--- src/pcibr_defines.vh ---
// Constants for the PCI bridge configuration-PIO and mode-select block.
// Included by pcibr_top.v; holds definitions only.
`ifndef PCIBR_DEFINES_VH
`define PCIBR_DEFINES_VH

// ==========================================================
// Register offsets on the peripheral bus (byte addresses)
`define PCIBR_OFS_ADDR 8'h00
`define PCIBR_OFS_DATA 8'h04
`define PCIBR_OFS_MODE 8'h08

// ==========================================================
// Access size code for a full 32-bit longword
`define PCIBR_SIZE_LONG 2'b10

// ==========================================================
// Strap codes {host_role_strap, clock_source_strap}
`define PCIBR_MODE_HOST_EXT 2'b00
`define PCIBR_MODE_HOST_FB 2'b01
`define PCIBR_MODE_NHOST_EXT 2'b10
`define PCIBR_MODE_OFF 2'b11

// ==========================================================
// Status register bit positions
`define PCIBR_ST_HOST 0
`define PCIBR_ST_FBCLK 1
`define PCIBR_ST_OFF 2
`define PCIBR_ST_VALID 3
`define PCIBR_ST_BUSY 4
`define PCIBR_ST_PAD 27'h0000000

// ==========================================================
// PCI bus command codes
`define PCIBR_CMD_INTACK 4'h0
`define PCIBR_CMD_SPECIAL 4'h1
`define PCIBR_CMD_IORD 4'h2
`define PCIBR_CMD_IOWR 4'h3
`define PCIBR_CMD_MEMRD 4'h6
`define PCIBR_CMD_MEMWR 4'h7
`define PCIBR_CMD_CFGRD 4'hA
`define PCIBR_CMD_CFGWR 4'hB
`define PCIBR_CMD_RDMULT 4'hC
`define PCIBR_CMD_DAC 4'hD
`define PCIBR_CMD_RDLINE 4'hE
`define PCIBR_CMD_WRINV 4'hF

// ==========================================================
// Target-side decoded command kinds
`define PCIBR_KIND_NONE 3'h0
`define PCIBR_KIND_MEMRD 3'h1
`define PCIBR_KIND_MEMWR 3'h2
`define PCIBR_KIND_IORD 3'h3
`define PCIBR_KIND_IOWR 3'h4
`define PCIBR_KIND_CFGRD 3'h5
`define PCIBR_KIND_CFGWR 3'h6

// ==========================================================
// Edges after reset release before the straps are read; the pin
// synchroniser needs four edges to carry a level through to its output
`define PCIBR_STRAP_SETTLE 3'h4

`endif

--- src/pcibr_sync.v ---
// Three-stage synchroniser for pins from outside the mclk domain.
// Assumes each bit is independent; output moves only when stages two
// and three agree, which filters single-sample glitches.
`timescale 1ns/1ps

module pcibr_sync #(
   parameter W = 1
) (
   // Clock and reset
   input wire mclk,
   input wire reset_n,
   // Raw and settled levels
   input wire [W-1:0] din,
   output reg [W-1:0] dout_r
);

   reg [W-1:0] s1_r;
   reg [W-1:0] s2_r;
   reg [W-1:0] s3_r;

   // ==========================================================
   // Stages; s1 feeds only s2 to keep metastability contained
   always @(posedge mclk or negedge reset_n) begin
      if (!reset_n) begin
         s1_r <= {W{1'b0}};
         s2_r <= {W{1'b0}};
         s3_r <= {W{1'b0}};
         dout_r <= {W{1'b0}};
      end else begin
         s1_r <= din;
         s2_r <= s1_r;
         s3_r <= s2_r;
         dout_r <= (~(s2_r ^ s3_r) & s3_r) | ((s2_r ^ s3_r) & dout_r);
      end
   end

endmodule // pcibr_sync

--- src/pcibr_top.v ---
// PCI bridge: configuration PIO data register, strap mode select,
// master command gating and target command decoding.
// Assumes the peripheral bus holds a request until acked, and that the
// PCI engine beyond answers pci_req with a four-phase pci_ack.
`timescale 1ns/1ps
`include "pcibr_defines.vh"

// Functional notes
// - The configuration data register is one 32-bit word, read and written from the peripheral bus.
// - The configuration data register has no reset value and is undefined until written.
// - As host, reading the data register runs a configuration read on PCI, writing runs a configuration write.
// - The two mode straps are captured as reset is released and held from then on.
// - Straps 0,0 select host role clocked from the external PCI clock input.
// - Straps 0,1 select host role clocked from the fed-back bus clock pin.
// - Straps 1,0 select non-host role clocked from the external PCI clock input.
// - Straps 1,1 disable the bridge so it performs no PCI operation.
// - As master it issues memory and I/O commands always, configuration and special only as host, never the others.
// - As target it takes memory and I/O always, configuration only as non-host, and read line or multiple as memory read.
// - As target write-and-invalidate acts as memory write, and special, interrupt ack and dual address are ignored.
// - Only 32-bit accesses are honoured; other sizes and unmapped offsets read zero and drop writes.
// - A peripheral bus read stalls until the requested data is really available.
module pcibr_top #(
   parameter AW = 8
) (
   // Clock and reset
   input wire mclk,
   input wire reset_n,
   // Peripheral register bus
   input wire pp_sel,
   input wire pp_wr,
   input wire [1:0] pp_size,
   input wire [AW-1:0] pp_addr,
   input wire [31:0] pp_wdata,
   output reg [31:0] pp_rdata_r,
   output reg pp_ack_r,
   // Mode straps and clock pins
   input wire host_role_strap,
   input wire clock_source_strap,
   input wire external_pci_clock_in,
   input wire bus_clock_feedback_pin,
   // Master cycle request to the PCI engine
   output reg pci_req_r,
   output reg [3:0] pci_cmd_r,
   output reg [31:0] pci_addr_r,
   output reg [31:0] pci_wdata_r,
   input wire pci_ack,
   input wire [31:0] pci_rdata,
   // Local master requests
   input wire mst_req,
   input wire [3:0] mst_cmd,
   input wire [31:0] mst_addr,
   input wire [31:0] mst_wdata,
   output reg mst_done_r,
   output reg mst_reject_r,
   output reg [31:0] mst_rdata_r,
   // Target command from the PCI bus
   input wire tgt_valid,
   input wire [3:0] tgt_cmd,
   output reg tgt_accept_r,
   output reg [2:0] tgt_kind_r,
   // Mode outputs
   output reg host_en_r,
   output reg bridge_en_r,
   output reg fb_clk_sel_r
);

   localparam [2:0] ST_IDLE = 3'h0;
   localparam [2:0] ST_ARM = 3'h1;
   localparam [2:0] ST_REQ = 3'h2;
   localparam [2:0] ST_REL = 3'h3;

   reg [2:0] state_r;
   reg src_pp_r;
   reg rd_r;
   reg [31:0] cfg_addr_r;
   reg [31:0] cfg_data_r;
   reg [2:0] settle_r;
   reg mode_valid_r;
   reg pclk_prev_r;
   reg tgt_prev_r;
   wire [5:0] sync_s;
   wire pclk_s;
   wire pclk_rise;
   wire ack_s;
   wire tgt_s;
   wire pp_go;
   wire size_ok;
   wire is_addr;
   wire is_data;
   wire is_mode;
   wire [31:0] status_w;
   wire [2:0] tgt_kind_w;

   // Master gate: memory and I/O always, config and special host only
   function mst_ok;
      input [3:0] cmd;
      input host;
      begin
         case (cmd)
            `PCIBR_CMD_MEMRD, `PCIBR_CMD_MEMWR,
            `PCIBR_CMD_IORD, `PCIBR_CMD_IOWR: mst_ok = 1'b1;
            `PCIBR_CMD_CFGRD, `PCIBR_CMD_CFGWR,
            `PCIBR_CMD_SPECIAL: mst_ok = host;
            default: mst_ok = 1'b0;
         endcase
      end
   endfunction

   // Target map: line and multiple fold into plain memory read
   function [2:0] tgt_map;
      input [3:0] cmd;
      input host;
      begin
         case (cmd)
            `PCIBR_CMD_MEMRD, `PCIBR_CMD_RDLINE,
            `PCIBR_CMD_RDMULT: tgt_map = `PCIBR_KIND_MEMRD;
            `PCIBR_CMD_MEMWR, `PCIBR_CMD_WRINV: tgt_map = `PCIBR_KIND_MEMWR;
            `PCIBR_CMD_IORD: tgt_map = `PCIBR_KIND_IORD;
            `PCIBR_CMD_IOWR: tgt_map = `PCIBR_KIND_IOWR;
            `PCIBR_CMD_CFGRD: tgt_map = host ? `PCIBR_KIND_NONE : `PCIBR_KIND_CFGRD;
            `PCIBR_CMD_CFGWR: tgt_map = host ? `PCIBR_KIND_NONE : `PCIBR_KIND_CFGWR;
            default: tgt_map = `PCIBR_KIND_NONE;
         endcase
      end
   endfunction

   // ==========================================================
   // Pin synchronisers
   pcibr_sync #(
      .W(6)
   ) u_sync (
      .mclk(mclk),
      .reset_n(reset_n),
      .din({tgt_valid, pci_ack, host_role_strap, clock_source_strap,
            bus_clock_feedback_pin, external_pci_clock_in}),
      .dout_r(sync_s)
   );

   // Selected PCI bus clock and its rising edge
   assign pclk_s = fb_clk_sel_r ? sync_s[1] : sync_s[0];
   assign pclk_rise = pclk_s & ~pclk_prev_r;
   assign ack_s = sync_s[4];
   assign tgt_s = sync_s[5];

   // Access decode; disabled mode answers like an unmapped hole
   assign size_ok = (pp_size == `PCIBR_SIZE_LONG) & bridge_en_r;
   assign is_addr = size_ok & (pp_addr == `PCIBR_OFS_ADDR);
   assign is_data = size_ok & (pp_addr == `PCIBR_OFS_DATA);
   assign is_mode = size_ok & (pp_addr == `PCIBR_OFS_MODE);
   assign pp_go = pp_sel & ~pp_ack_r & mode_valid_r & (state_r == ST_IDLE);
   assign tgt_kind_w = tgt_map(tgt_cmd, host_en_r);

   // Status word shows the captured mode and the engine state
   assign status_w = {`PCIBR_ST_PAD, (state_r != ST_IDLE), mode_valid_r,
                      ~bridge_en_r, fb_clk_sel_r, host_en_r};

   // ==========================================================
   // Strap capture: waits for the synchronisers, then freezes mode
   always @(posedge mclk or negedge reset_n) begin
      if (!reset_n) begin
         settle_r <= 3'h0;
         mode_valid_r <= 1'b0;
         host_en_r <= 1'b0;
         bridge_en_r <= 1'b0;
         fb_clk_sel_r <= 1'b0;
      end else if (!mode_valid_r) begin
         if (settle_r == `PCIBR_STRAP_SETTLE) begin
            mode_valid_r <= 1'b1;
            case ({sync_s[3], sync_s[2]})
               `PCIBR_MODE_HOST_EXT: begin
                  host_en_r <= 1'b1;
                  bridge_en_r <= 1'b1;
                  fb_clk_sel_r <= 1'b0;
               end
               `PCIBR_MODE_HOST_FB: begin
                  host_en_r <= 1'b1;
                  bridge_en_r <= 1'b1;
                  fb_clk_sel_r <= 1'b1;
               end
               `PCIBR_MODE_NHOST_EXT: begin
                  host_en_r <= 1'b0;
                  bridge_en_r <= 1'b1;
                  fb_clk_sel_r <= 1'b0;
               end
               default: begin
                  host_en_r <= 1'b0;
                  bridge_en_r <= 1'b0;
                  fb_clk_sel_r <= 1'b0;
               end
            endcase
         end else begin
            settle_r <= settle_r + 3'h1;
         end
      end
   end

   // ==========================================================
   // Data register: deliberately unreset, undefined until written
   always @(posedge mclk) begin
      if (pp_go && pp_wr && is_data) begin
         cfg_data_r <= pp_wdata;
      end else if (state_r == ST_REQ && ack_s && src_pp_r && rd_r) begin
         cfg_data_r <= pci_rdata;
      end
   end

   // ==========================================================
   // Bus slave and master cycle engine
   always @(posedge mclk or negedge reset_n) begin
      if (!reset_n) begin
         state_r <= ST_IDLE;
         src_pp_r <= 1'b0;
         rd_r <= 1'b0;
         cfg_addr_r <= 32'h00000000;
         pp_rdata_r <= 32'h00000000;
         pp_ack_r <= 1'b0;
         pci_req_r <= 1'b0;
         pci_cmd_r <= 4'h0;
         pci_addr_r <= 32'h00000000;
         pci_wdata_r <= 32'h00000000;
         mst_done_r <= 1'b0;
         mst_reject_r <= 1'b0;
         mst_rdata_r <= 32'h00000000;
         pclk_prev_r <= 1'b0;
      end else begin
         pp_ack_r <= 1'b0;
         mst_done_r <= 1'b0;
         mst_reject_r <= 1'b0;
         pclk_prev_r <= pclk_s;
         case (state_r)
            ST_IDLE: begin
               if (pp_go) begin
                  src_pp_r <= 1'b1;
                  rd_r <= ~pp_wr;
                  pp_rdata_r <= 32'h00000000;
                  if (is_data && mst_ok(`PCIBR_CMD_CFGRD, host_en_r)) begin
                     // Config cycle; reads hold ack back until data lands
                     state_r <= ST_ARM;
                     pci_cmd_r <= pp_wr ? `PCIBR_CMD_CFGWR : `PCIBR_CMD_CFGRD;
                     pci_addr_r <= cfg_addr_r;
                     pci_wdata_r <= pp_wdata;
                     pp_ack_r <= pp_wr;
                  end else begin
                     pp_ack_r <= 1'b1;
                     if (is_addr && pp_wr) begin
                        cfg_addr_r <= pp_wdata;
                     end
                     if (!pp_wr && is_addr) begin
                        pp_rdata_r <= cfg_addr_r;
                     end
                     if (!pp_wr && is_data) begin
                        pp_rdata_r <= cfg_data_r;
                     end
                     if (!pp_wr && is_mode) begin
                        pp_rdata_r <= status_w;
                     end
                  end
               end else if (mst_req && mode_valid_r) begin
                  src_pp_r <= 1'b0;
                  rd_r <= ~mst_cmd[0];
                  if (bridge_en_r && mst_ok(mst_cmd, host_en_r)) begin
                     state_r <= ST_ARM;
                     pci_cmd_r <= mst_cmd;
                     pci_addr_r <= mst_addr;
                     pci_wdata_r <= mst_wdata;
                  end else begin
                     mst_reject_r <= 1'b1;
                  end
               end
            end
            ST_ARM: begin
               // Launch aligned to a PCI clock rising edge
               if (pclk_rise) begin
                  pci_req_r <= 1'b1;
                  state_r <= ST_REQ;
               end
            end
            ST_REQ: begin
               if (ack_s) begin
                  pci_req_r <= 1'b0;
                  pp_rdata_r <= pci_rdata;
                  mst_rdata_r <= pci_rdata;
                  state_r <= ST_REL;
               end
            end
            ST_REL: begin
               // Four-phase close; engine must drop ack before reuse
               if (!ack_s) begin
                  state_r <= ST_IDLE;
                  pp_ack_r <= src_pp_r & rd_r;
                  mst_done_r <= ~src_pp_r;
               end
            end
            default: begin
               state_r <= ST_IDLE;
               pci_req_r <= 1'b0;
            end
         endcase
      end
   end

   // ==========================================================
   // Target command decode on each new valid
   always @(posedge mclk or negedge reset_n) begin
      if (!reset_n) begin
         tgt_prev_r <= 1'b0;
         tgt_accept_r <= 1'b0;
         tgt_kind_r <= `PCIBR_KIND_NONE;
      end else begin
         tgt_prev_r <= tgt_s;
         tgt_accept_r <= 1'b0;
         if (tgt_s && !tgt_prev_r && bridge_en_r) begin
            tgt_kind_r <= tgt_kind_w;
            tgt_accept_r <= (tgt_kind_w != `PCIBR_KIND_NONE);
         end
      end
   end

endmodule // pcibr_top

--- config.mk ---
export PLATFORM = sky130hd
export DESIGN_NAME = pcibr_top
export DESIGN_NICKNAME = d
export VERILOG_FILES = /design/src/pcibr_sync.v /design/src/pcibr_top.v
export VERILOG_INCLUDE_DIRS = /design/src
export SDC_FILE = /design/constraint.sdc
export NUM_CORES = 1
export LEC_CHECK = 0
export BUFFER_PORTS_ARGS = -buffer_cell sky130_fd_sc_hd__buf_4
export CORE_MARGIN = 2
export CORE_UTILIZATION = 52
export CTS_CLUSTER_SIZE = 28
export DETAILED_ROUTE_END_ITERATION = 16
export PLACE_DENSITY = 0.82
export SYNTH_ARGS = -nofsm -noshare
export SYNTH_HDL_FRONTEND = slang
export SYNTH_SLANG_ARGS = --single-unit
--- constraint.sdc ---
create_clock -name mclk -period 3.6 [get_ports mclk]
set_input_delay 0.18 -clock mclk [delete_from_list [all_inputs] [get_ports mclk]]
set_output_delay 0.18 -clock mclk [all_outputs]
set_load 0.05 [all_outputs]
==> metrics, run 1 <==
Yosys top cell area share 0.4931; die area 0.02155 mm^2; setup_tns 0 ns; TritonCTS clock tree done; Final Setup Violations 0; vias in the first global route 8,672; initial antenna violation count 0; WL final 30,790 um; FP Rows 52; num ports 300; DR vias 8,194; cell count of the worst reg-to-reg path 8; drt wl/cell 21.13 um; H-tree level count 1; max cap viols 0; clock share of power 0.192; Syn Nets 944; post-route minimum period 2.863 ns; number of gates resized after CTS 0; Worst-path clk slew 0.06 ns; Worst Hold Path EP pci_wdata_r[8]$_DFFE_PN0P_; first-pass GRT wire length 47,870 um; Worst Clk Skew 0.01249 ns; Max Root-Sink Buffers 3; synthesis warning total 0; root buf cell clkbuf_16; clock latency on the worst-skew pair 0.53 ns; total power 13.37 mW; Fin. Hold Viols 0; postcts setup bufs 0; Synth Cell Area 0.01061 mm^2; r2r endpoint pci_wdata_r[5]$_DFFE_PN0P_; clock sink total 241; Final Max Tran Viols 0; Gate power share 0.502; CP Max Fanout 38; Power Dens Cells 899.7 mW/mm^2; sequential share of the synthesized area 0.5837; Leak Pwr 6.777 nW; Nets 1,330; Die Wd 146.8 um; pin count of the biggest net entering global routing 102; Seq pwr share 0.306; Initial DRC Count 475; worst hold path class input port to flip-flop; Switch Pwr 5.980 mW; data required time at the worst endpoint 4.01 ns; DP Wirelength 19,600 um; grt total ovfl 0; CP endpoint kind flip-flop; Vias per Instance 5.624; Worst R2R Setup Slack 0.74 ns; switching part of the total 0.4472; syn avg cell area 13.58 um^2; Seq cells post-synth 241; reg2reg start state_r[0]$_DFFE_PN0P_; cts bufs inserted 25; Worst Hold Path Cells 3; Antenna Nets Post-Route 0; RSZ-0062 raised after global routing no; layout cells sized above 1 0.5025; Fmax 349.3 MHz; hold_sp mst_wdata[8]; Rel. slew slack 0.3045; CORE AREA 0.02010 mm^2; area grow syn2layout 40.14%; most frequent cells in the layout buf_4, dfrtp_1, mux2_2, dlygate4sd3_1, nor2_1; PortBufs 299; leading area contributor after synthesis dfrtp_1; Total GRT Usage 0.2816; Max VDD drop 0.7672 mV; WS Path Type flip-flop to flip-flop; Netlist cell types 49; Slew @ Worst Pin 1.040 ns; Pint 7.393 mW; Die Y 146.8 um; Mapped Cells 781; outcome complete, no violations; CP Launch Type flip-flop; main area contributors after synthesis dfrtp_1, mux2_2, edfxtp_1; worst path arrival time 3.27 ns; drt pass-1 iters 5; most common cell after layout, fill and taps aside buf_4; Final Cycle Share 0.7952; gp weighted congestion 0.8308; # DRC 0; Initial Utilization 0.5276
-- power groups by stage --
stage | logic (mW) | registers, mW | clock network, mW
final | 6.71 | 4.10 | 2.56
after global routing | 6.99 | 4.19 | 2.73
after CTS | 6.68 | 4.08 | 2.59
after detailed placement | 6.59 | 4.11 | 0
after global placement | 6.49 | 4.07 | 0
after floorplan | 1.85 | 6.69 | 0
-- state kept, by name, indices dropped and copies added, names as in the netlist, 3 cells and up, named ones only --
signal,count
cfg_addr_r,32
cfg_data_r,32
mst_rdata_r,32
pci_addr_r,32
pci_cmd_r,4
pci_wdata_r,32
pp_rdata_r,32
settle_r,3
tgt_kind_r,3
u_sync.s1_r,6
u_sync.s2_r,6
u_sync.s3_r,6
-- metrics by stage --
stage | cell area [um^2] | utilization | cells | worst slack [ns] | hold slack (ns)
CTS | 14860 | 0.7392 | 1456 | 0.7353 | 0.0008118
detailed placement | 13210 | 0.6573 | 1327 | 0.7750 | 0.1824
global placement | 13210 | 0.6573 | 1327 | 0.8607 | 0.1852
floorplan | 10610 | - | 781 | 0.5082 | -0.1156
global route | 14860 | 0.7392 | 1456 | 0.5378 | 0.005926
finish | 14860 | 0.7394 | 1457 | 0.7371 | 0.01363
-- synthesized netlist by cell type, drive strengths merged --
| master | count |
|---|---|
| nand3 | 4 |
| a211o | 1 |
| nor2b | 4 |
| a211oi | 2 |
| clkbuf | 14 |
| a21o | 1 |
| or2 | 3 |
| a221oi | 1 |
| dfrtp | 209 |
| a41o | 1 |
| or3 | 1 |
| o31ai | 2 |
| a21boi | 1 |
| o311ai | 1 |
| nand4b | 1 |
| edfxtp | 32 |
| nand3b | 4 |
| nand2b | 4 |
| or4 | 1 |
| maj3 | 6 |
| nor2 | 38 |
| o21a | 1 |
| nor3 | 4 |
| a2bb2oi | 1 |
| nor3b | 2 |
| o21ai | 24 |
| ha | 6 |
| o32a | 1 |
| o2111ai | 1 |
| buf | 27 |
| inv | 16 |
| a22oi | 30 |
| mux2 | 226 |
| o22ai | 29 |
| xnor2 | 2 |
| o41ai | 1 |
| mux2i | 2 |
| a21oi | 35 |
| a22o | 2 |
| nand2 | 34 |
| nor4 | 6 |
-- repair_timing --
item | in CTS | in global routing
hold buffers | 83 | 0
hold endpoints to repair | 209 | 0
setup endpoints to repair | 0 | 0
-- layer usage --
metal  wire, um  GRT usage  up-vias
met4       1008    0.09515        0
met5          0          0        -
met1      11860     0.3513     4125
met3       2190    0.05528       73
met2      15730     0.4937      363
li1           -          -     3633
-- worst max-delay path, stage by stage, from the launching register on --
cell       delay [ns]
dfrtp_1          0.38
inv_1            0.09
ha_1             0.30
nand2_1          0.18
inv_1            0.12
o2111ai_1        0.17
o21a_4           0.70
buf_4            0.42
mux2_2           0.38
-- worst max-delay path by stage --
stage                                  to  depth (start not counted)  slack, ns                     from
5_1_grt        cfg_addr_r[11]$_DFFE_PN0P_                          8       0.54   state_r[0]$_DFFE_PN0P_
2_1_floorplan     cfg_data_r[0]$_DFFE_PP_                          6       0.51  bridge_en_r$_DFFE_PN0P_
3_5_place_dp   pci_wdata_r[5]$_DFFE_PN0P_                          8       0.77   state_r[0]$_DFFE_PN0P_
6_report       pci_wdata_r[5]$_DFFE_PN0P_                          8       0.74   state_r[0]$_DFFE_PN0P_
3_3_place_gp    cfg_addr_r[2]$_DFFE_PN0P_                          8       0.86   state_r[0]$_DFFE_PN0P_
4_1_cts        pci_wdata_r[7]$_DFFE_PN0P_                          8       0.74   state_r[0]$_DFFE_PN0P_
-- cell families after synthesis --
kind of cell	synth area share
flip-flops	0.5837
multiplexers	0.2478
AO/OA/AOI/OAI	0.08034
AND/OR/NAND/NOR	0.04896
buffers and inverters	0.02477
adder cells (fa/ha/maj)	0.01274
XOR/XNOR	0.001652
-- area by class of cell --
cell class | count | area (um^2)
flip-flops and latches | 241 | 6191
fillers | 1281 | 5240
multi-input cells | 483 | 4213
repair buffers | 400 | 3243
clock buffers | 37 | 730.7
well taps | 270 | 337.8
clock inverters | 9 | 86.33
inverters | 16 | 60.06
diodes | 1 | 2.502
Note: power is estimated with default switching activity, not from simulation.
==> run 2: changes to the inputs <==
- clock period: 3.6 -> 2.8 ns (I/O delays scaled with it)
==> run 2 against run 1 <==
Global-route usage increased by 3.3 points. Combinational power grew 32%. Total power is 34% higher. Via count rose by 5.5%. Fmax grew 9.4%. Utilization increased by 4.1 points. Sequential cell count stayed put. Non-clock buffer count grew 65. Wire length increased by 11%. Register-to-register slack got worse by 0.55 ns. Worst hold slack better by 0.0059 ns.
==> metrics, run 2 (synthesized netlist as in run 1, its figures left out) <==
met3 WL post-DR 2276 um; CP endpoint kind flip-flop; PortBufs 299; Initial Utilization 0.5276; CORE AREA 0.02010 mm^2; RSZ-0062 raised after global routing no; # DRC 0; Place WS 0.2262 ns; drt wl/cell 22.28 um; Final Setup Violations 0; dpl cell area 0.01332 mm^2; Vias per Instance 5.663; most common cell after layout, fill and taps aside buf_4; gp weighted congestion 0.8784; post-route cell area 0.01570 mm^2; post-route minimum period 2.618 ns; Total GRT Usage 0.3146; met2 WL post-DR 17,840 um; first-pass GRT wire length 53,030 um; Fmax 382.0 MHz; Antenna Nets Post-Route 0; vias in the first global route 9,575; WL final 34,030 um; Worst-path clk slew 0.06 ns; TritonCTS clock tree done; Leak Pwr 7.155 nW; Final Worst Setup Slack 0.1822 ns; Rel. slew slack 0.5400; CP Launch Type flip-flop; CP Max Fanout 18; drt pass-1 iters 5; worst hold path class input port to flip-flop; Top Metal Used met4; cts bufs inserted 26; Fin. Hold Viols 0; clock latency on the worst-skew pair 0.53 ns; initial antenna violation count 4; Nets 1,396; pin count of the biggest net entering global routing 88; num ports 300; Power Dens Cells 1143 mW/mm^2; max cap viols 0; postcts setup bufs 0; area grow syn2layout 48.00%; most frequent cells in the layout buf_4, dfrtp_1, mux2_2, dlygate4sd3_1, nor2_1; worst hold margin 0.01953 ns; FP Rows 52; Die Y 146.8 um; DR vias 8,647; WS Path Type flip-flop to flip-flop; Final Cycle Share 0.9349; layout cells sized above 1 0.4844; Final Max Tran Viols 0; Max Root-Sink Buffers 3; worst path arrival time 2.88 ns; data required time at the worst endpoint 3.06 ns; root buf cell clkbuf_16; Initial DRC Count 557; outcome complete, no violations; clock sink total 241; die area 0.02155 mm^2; Worst Clk Skew 0.01892 ns; Max VDD drop 0.8597 mV; Slew @ Worst Pin 0.6900 ns; grt total ovfl 0; met1 wire length 12,730 um; DP Wirelength 19,960 um; setup_tns 0 ns; H-tree level count 1; Die Wd 146.8 um
[run 2: power by group]
part | switching (mW) | leakage [nW] | internal (mW) | total [mW]
registers | 0.650 | 2.87 | 4.64 | 5.29
logic | 5.80 | 3.81 | 3.05 | 8.85
clock network | 1.42 | 0.469 | 2.38 | 3.79
[run 2: cell type report]
| class | count | area (um^2) |
|---|---|---|
| Antenna cell | 4 | 10.01 |
| Clock buffer | 37 | 773.2 |
| Clock inverter | 11 | 185.2 |
| Fill cell | 1136 | 4407 |
| Inverter | 16 | 60.06 |
| Multi-Input combinational cell | 483 | 4213 |
| Sequential cell | 241 | 6191 |
| Tap cell | 270 | 337.8 |
| Timing Repair Buffer | 465 | 3928 |
[run 2: critical path: stages, from the launching register on]
cell     delay (ns)
dfrtp_1        0.40
inv_1          0.13
ha_1           0.34
nand2_1        0.19
nor2_4         0.16
nand3_1        0.16
nor3_2         0.30
buf_6          0.27
mux2_2         0.37
[run 2: worst paths after layout]
path                                          startpoint                          to  slack (ns)  cells past startpoint
worst max-delay path              state_r[1]$_DFFE_PN0P_     cfg_data_r[5]$_DFFE_PP_        0.18                      8
worst min-delay path                        mst_addr[28]  pci_addr_r[28]$_DFFE_PN0P_        0.02                      3
worst max register to register    state_r[1]$_DFFE_PN0P_     cfg_data_r[5]$_DFFE_PP_        0.18                      8
worst min register to register  u_sync.s1_r[0]$_DFF_PN0_    u_sync.s2_r[0]$_DFF_PN0_        0.35                      0
max in group asynchronous                        reset_n  pp_rdata_r[27]$_DFFE_PN0P_        1.77                      3
min in group asynchronous                        reset_n    u_sync.s2_r[0]$_DFF_PN0_        0.20                      2
[run 2: layer usage]
| layer | global-route usage | vias to the layer above |
|---|---|---|
| met5 | 0 | - |
| met4 | 0.1136 | 0 |
| met3 | 0.05932 | 92 |
| met2 | 0.5669 | 436 |
| met1 | 0.3777 | 4335 |
| li1 | - | 3784 |
[run 2: metrics by stage]
step | power, mW | util | cells
after floorplan | 10.98 | - | 781
after global placement | 13.61 | 0.6627 | 1335
after detailed placement | 13.82 | 0.6627 | 1335
after CTS | 17.81 | 0.7801 | 1523
after global routing | 18.60 | 0.7808 | 1527
final | 17.94 | 0.7808 | 1527
[run 2: timing repair]
| action | CTS | global route |
|---|---|---|
| endpoints found under the hold margin | 283 | 0 |
| gates resized for setup | 0 | 1 |
| hold buffers | 140 | 0 |
| endpoints found under the setup margin | 0 | 2 |
==> run 3: changes to the inputs <==
- CORE_ASPECT_RATIO: unset -> 0.75
==> run 3 against run 2 <==
The flow now finishes with violations (hold timing). Critical endpoint is now cfg_data_r[25]$_DFFE_PP_. First-iteration DRC count is 18% higher. Global-route usage down 1.8 points. Cell area is 1.5% lower. Critical path depth grew 1. Cell count down 1.8%. Die area about the same.
==> metrics, run 3 (synthesized netlist as in run 1, its figures left out) <==
DP Wirelength 19,720 um; root buf cell clkbuf_16; grt total ovfl 0; Max Root-Sink Buffers 3; num ports 300; Antenna Nets Post-Route 0; WS Path Type flip-flop to flip-flop; most common cell after layout, fill and taps aside buf_4; layout cells sized above 1 0.4783; Nets 1,387; RSZ-0062 raised after global routing no; Fmax 389.2 MHz; # DRC 0; crit path to cfg_data_r[25]$_DFFE_PP_; FP Rows 45; clock latency on the worst-skew pair 0.52 ns; Total GRT Usage 0.2962; reg2reg start state_r[0]$_DFFE_PN0P_; Worst Hold Path Cells 3; CTS Hold Buffers Added 139; most frequent cells in the layout buf_4, dfrtp_1, mux2_2, dlygate4sd3_1, nor2_1; area grow syn2layout 45.81%; clock sink total 241; Rel. slew slack 0.5836; WL final 32,110 um; total power 17.40 mW; CP Max Fanout 18; critical path, cell by cell inv_1 > ha_1 > nand2_1 > nor2_4 > nand3_1 > nor3_2 > buf_12 > a41o_2 > buf_4; post-route minimum period 2.570 ns; H-tree level count 1; Final Worst Setup Slack 0.2304 ns; PortBufs 299; TritonCTS clock tree done; Slew @ Worst Pin 0.6224 ns; data required time at the worst endpoint 2.99 ns; gp weighted congestion 0.8505; Final Cycle Share 0.9177; hold_sp mst_wdata[28]; Final Max Tran Viols 0; CP Launch Type flip-flop; failing checks hold timing; Worst Clk Skew 0.01940 ns; worst hold margin -0.001598 ns; largest stage delay on the critical path 0.40 ns; Max VDD drop 0.9550 mV; worst hold path class input port to flip-flop; Initial Utilization 0.5277; worst path arrival time 2.76 ns; Leak Pwr 7.047 nW; CP endpoint kind flip-flop; r2r endpoint cfg_data_r[25]$_DFFE_PP_; pin count of the biggest net entering global routing 81; cell count of the worst reg-to-reg path 9; Power Dens Cells 1125 mW/mm^2; drt pass-1 iters 5; initial antenna violation count 0; DR vias 8,494; Die Y 127.7 um; Slowest cell on crit path dfrtp_1; Initial DRC Count 655; vias in the first global route 8,848; max cap viols 0; Worst-path clk slew 0.06 ns; Fin. Hold Viols 1; CP startpoint state_r[0]$_DFFE_PN0P_; postcts setup bufs 0; Place WS 0.2528 ns; first-pass GRT wire length 49,720 um; Final Setup Violations 0; CORE AREA 0.02010 mm^2; die area 0.02157 mm^2; Vias per Instance 5.663; Worst R2R Setup Slack 0.23 ns; outcome finished with violations; setup_tns 0 ns; antenna diode count 0; drt wl/cell 21.41 um; cts bufs inserted 24; Die Wd 168.9 um; number of gates resized after CTS 0
-- run 3: cell count changes in the layout (fill, tap and decap cells not counted), moves of 2 or more --
| cell | before | now |
|---|---|---|
| buf_4 | 317 | 313 |
| bufinv_16 | 5 | 2 |
| clkbuf_1 | 4 | 8 |
| clkbuf_16 | 27 | 25 |
| diode_2 | 4 | 0 |
-- run 3: cell type report --
type | instances | area [um^2]
flip-flops and latches | 241 | 6191
fillers | 1165 | 4636
multi-input cells | 483 | 4213
repair buffers | 458 | 3856
clock buffers | 40 | 752.0
well taps | 258 | 322.8
clock inverters | 4 | 70.07
inverters | 16 | 60.06
-- run 3: worst min path at each step --
stage / endpoint / slack, ns
floorplan: async pin / -0.16
global placement: mst_rdata_r[27]$_DFFE_PN0P_ / 0.13
detailed placement: pci_wdata_r[28]$_DFFE_PN0P_ / 0.13
CTS: pci_wdata_r[28]$_DFFE_PN0P_ / 0.0001
global route: pci_wdata_r[5]$_DFFE_PN0P_ / 0.006
finish: pci_wdata_r[28]$_DFFE_PN0P_ / -0.002
-- run 3: stage by stage --
step / utilization / area [um^2] / std cells
global placement: 0.6593 / 13250 / 1317
detailed placement: 0.6593 / 13250 / 1317
finish: 0.7694 / 15460 / 1500
floorplan: - / 10610 / 781
CTS: 0.7694 / 15460 / 1500
global route: 0.7694 / 15460 / 1500
-- run 3: per-layer routing --
metal  wire length [um]  vias up  GRT usage
met5                  0        -          0
met4               1001        0    0.09686
met3               2525       72    0.06206
met2              15680      430     0.5055
met1              12910     4240     0.3819
li1                   -     3752          -
-- run 3: critical path, delay by kind of cell (launching register included) --
kind / cells / cell delay [ns]
buf+inv: 3 / 0.58
compound gates: 1 / 0.13
flops: 1 / 0.40
fa+ha+maj: 1 / 0.31
simple gates: 4 / 0.81
-- run 3: power breakdown --
group          switching, mW  internal, mW  total (mW)
clock                   1.33          2.01        3.34
combinational           5.73          3.03        8.77
sequential             0.650          4.64        5.29
total                   7.71          9.68        17.4
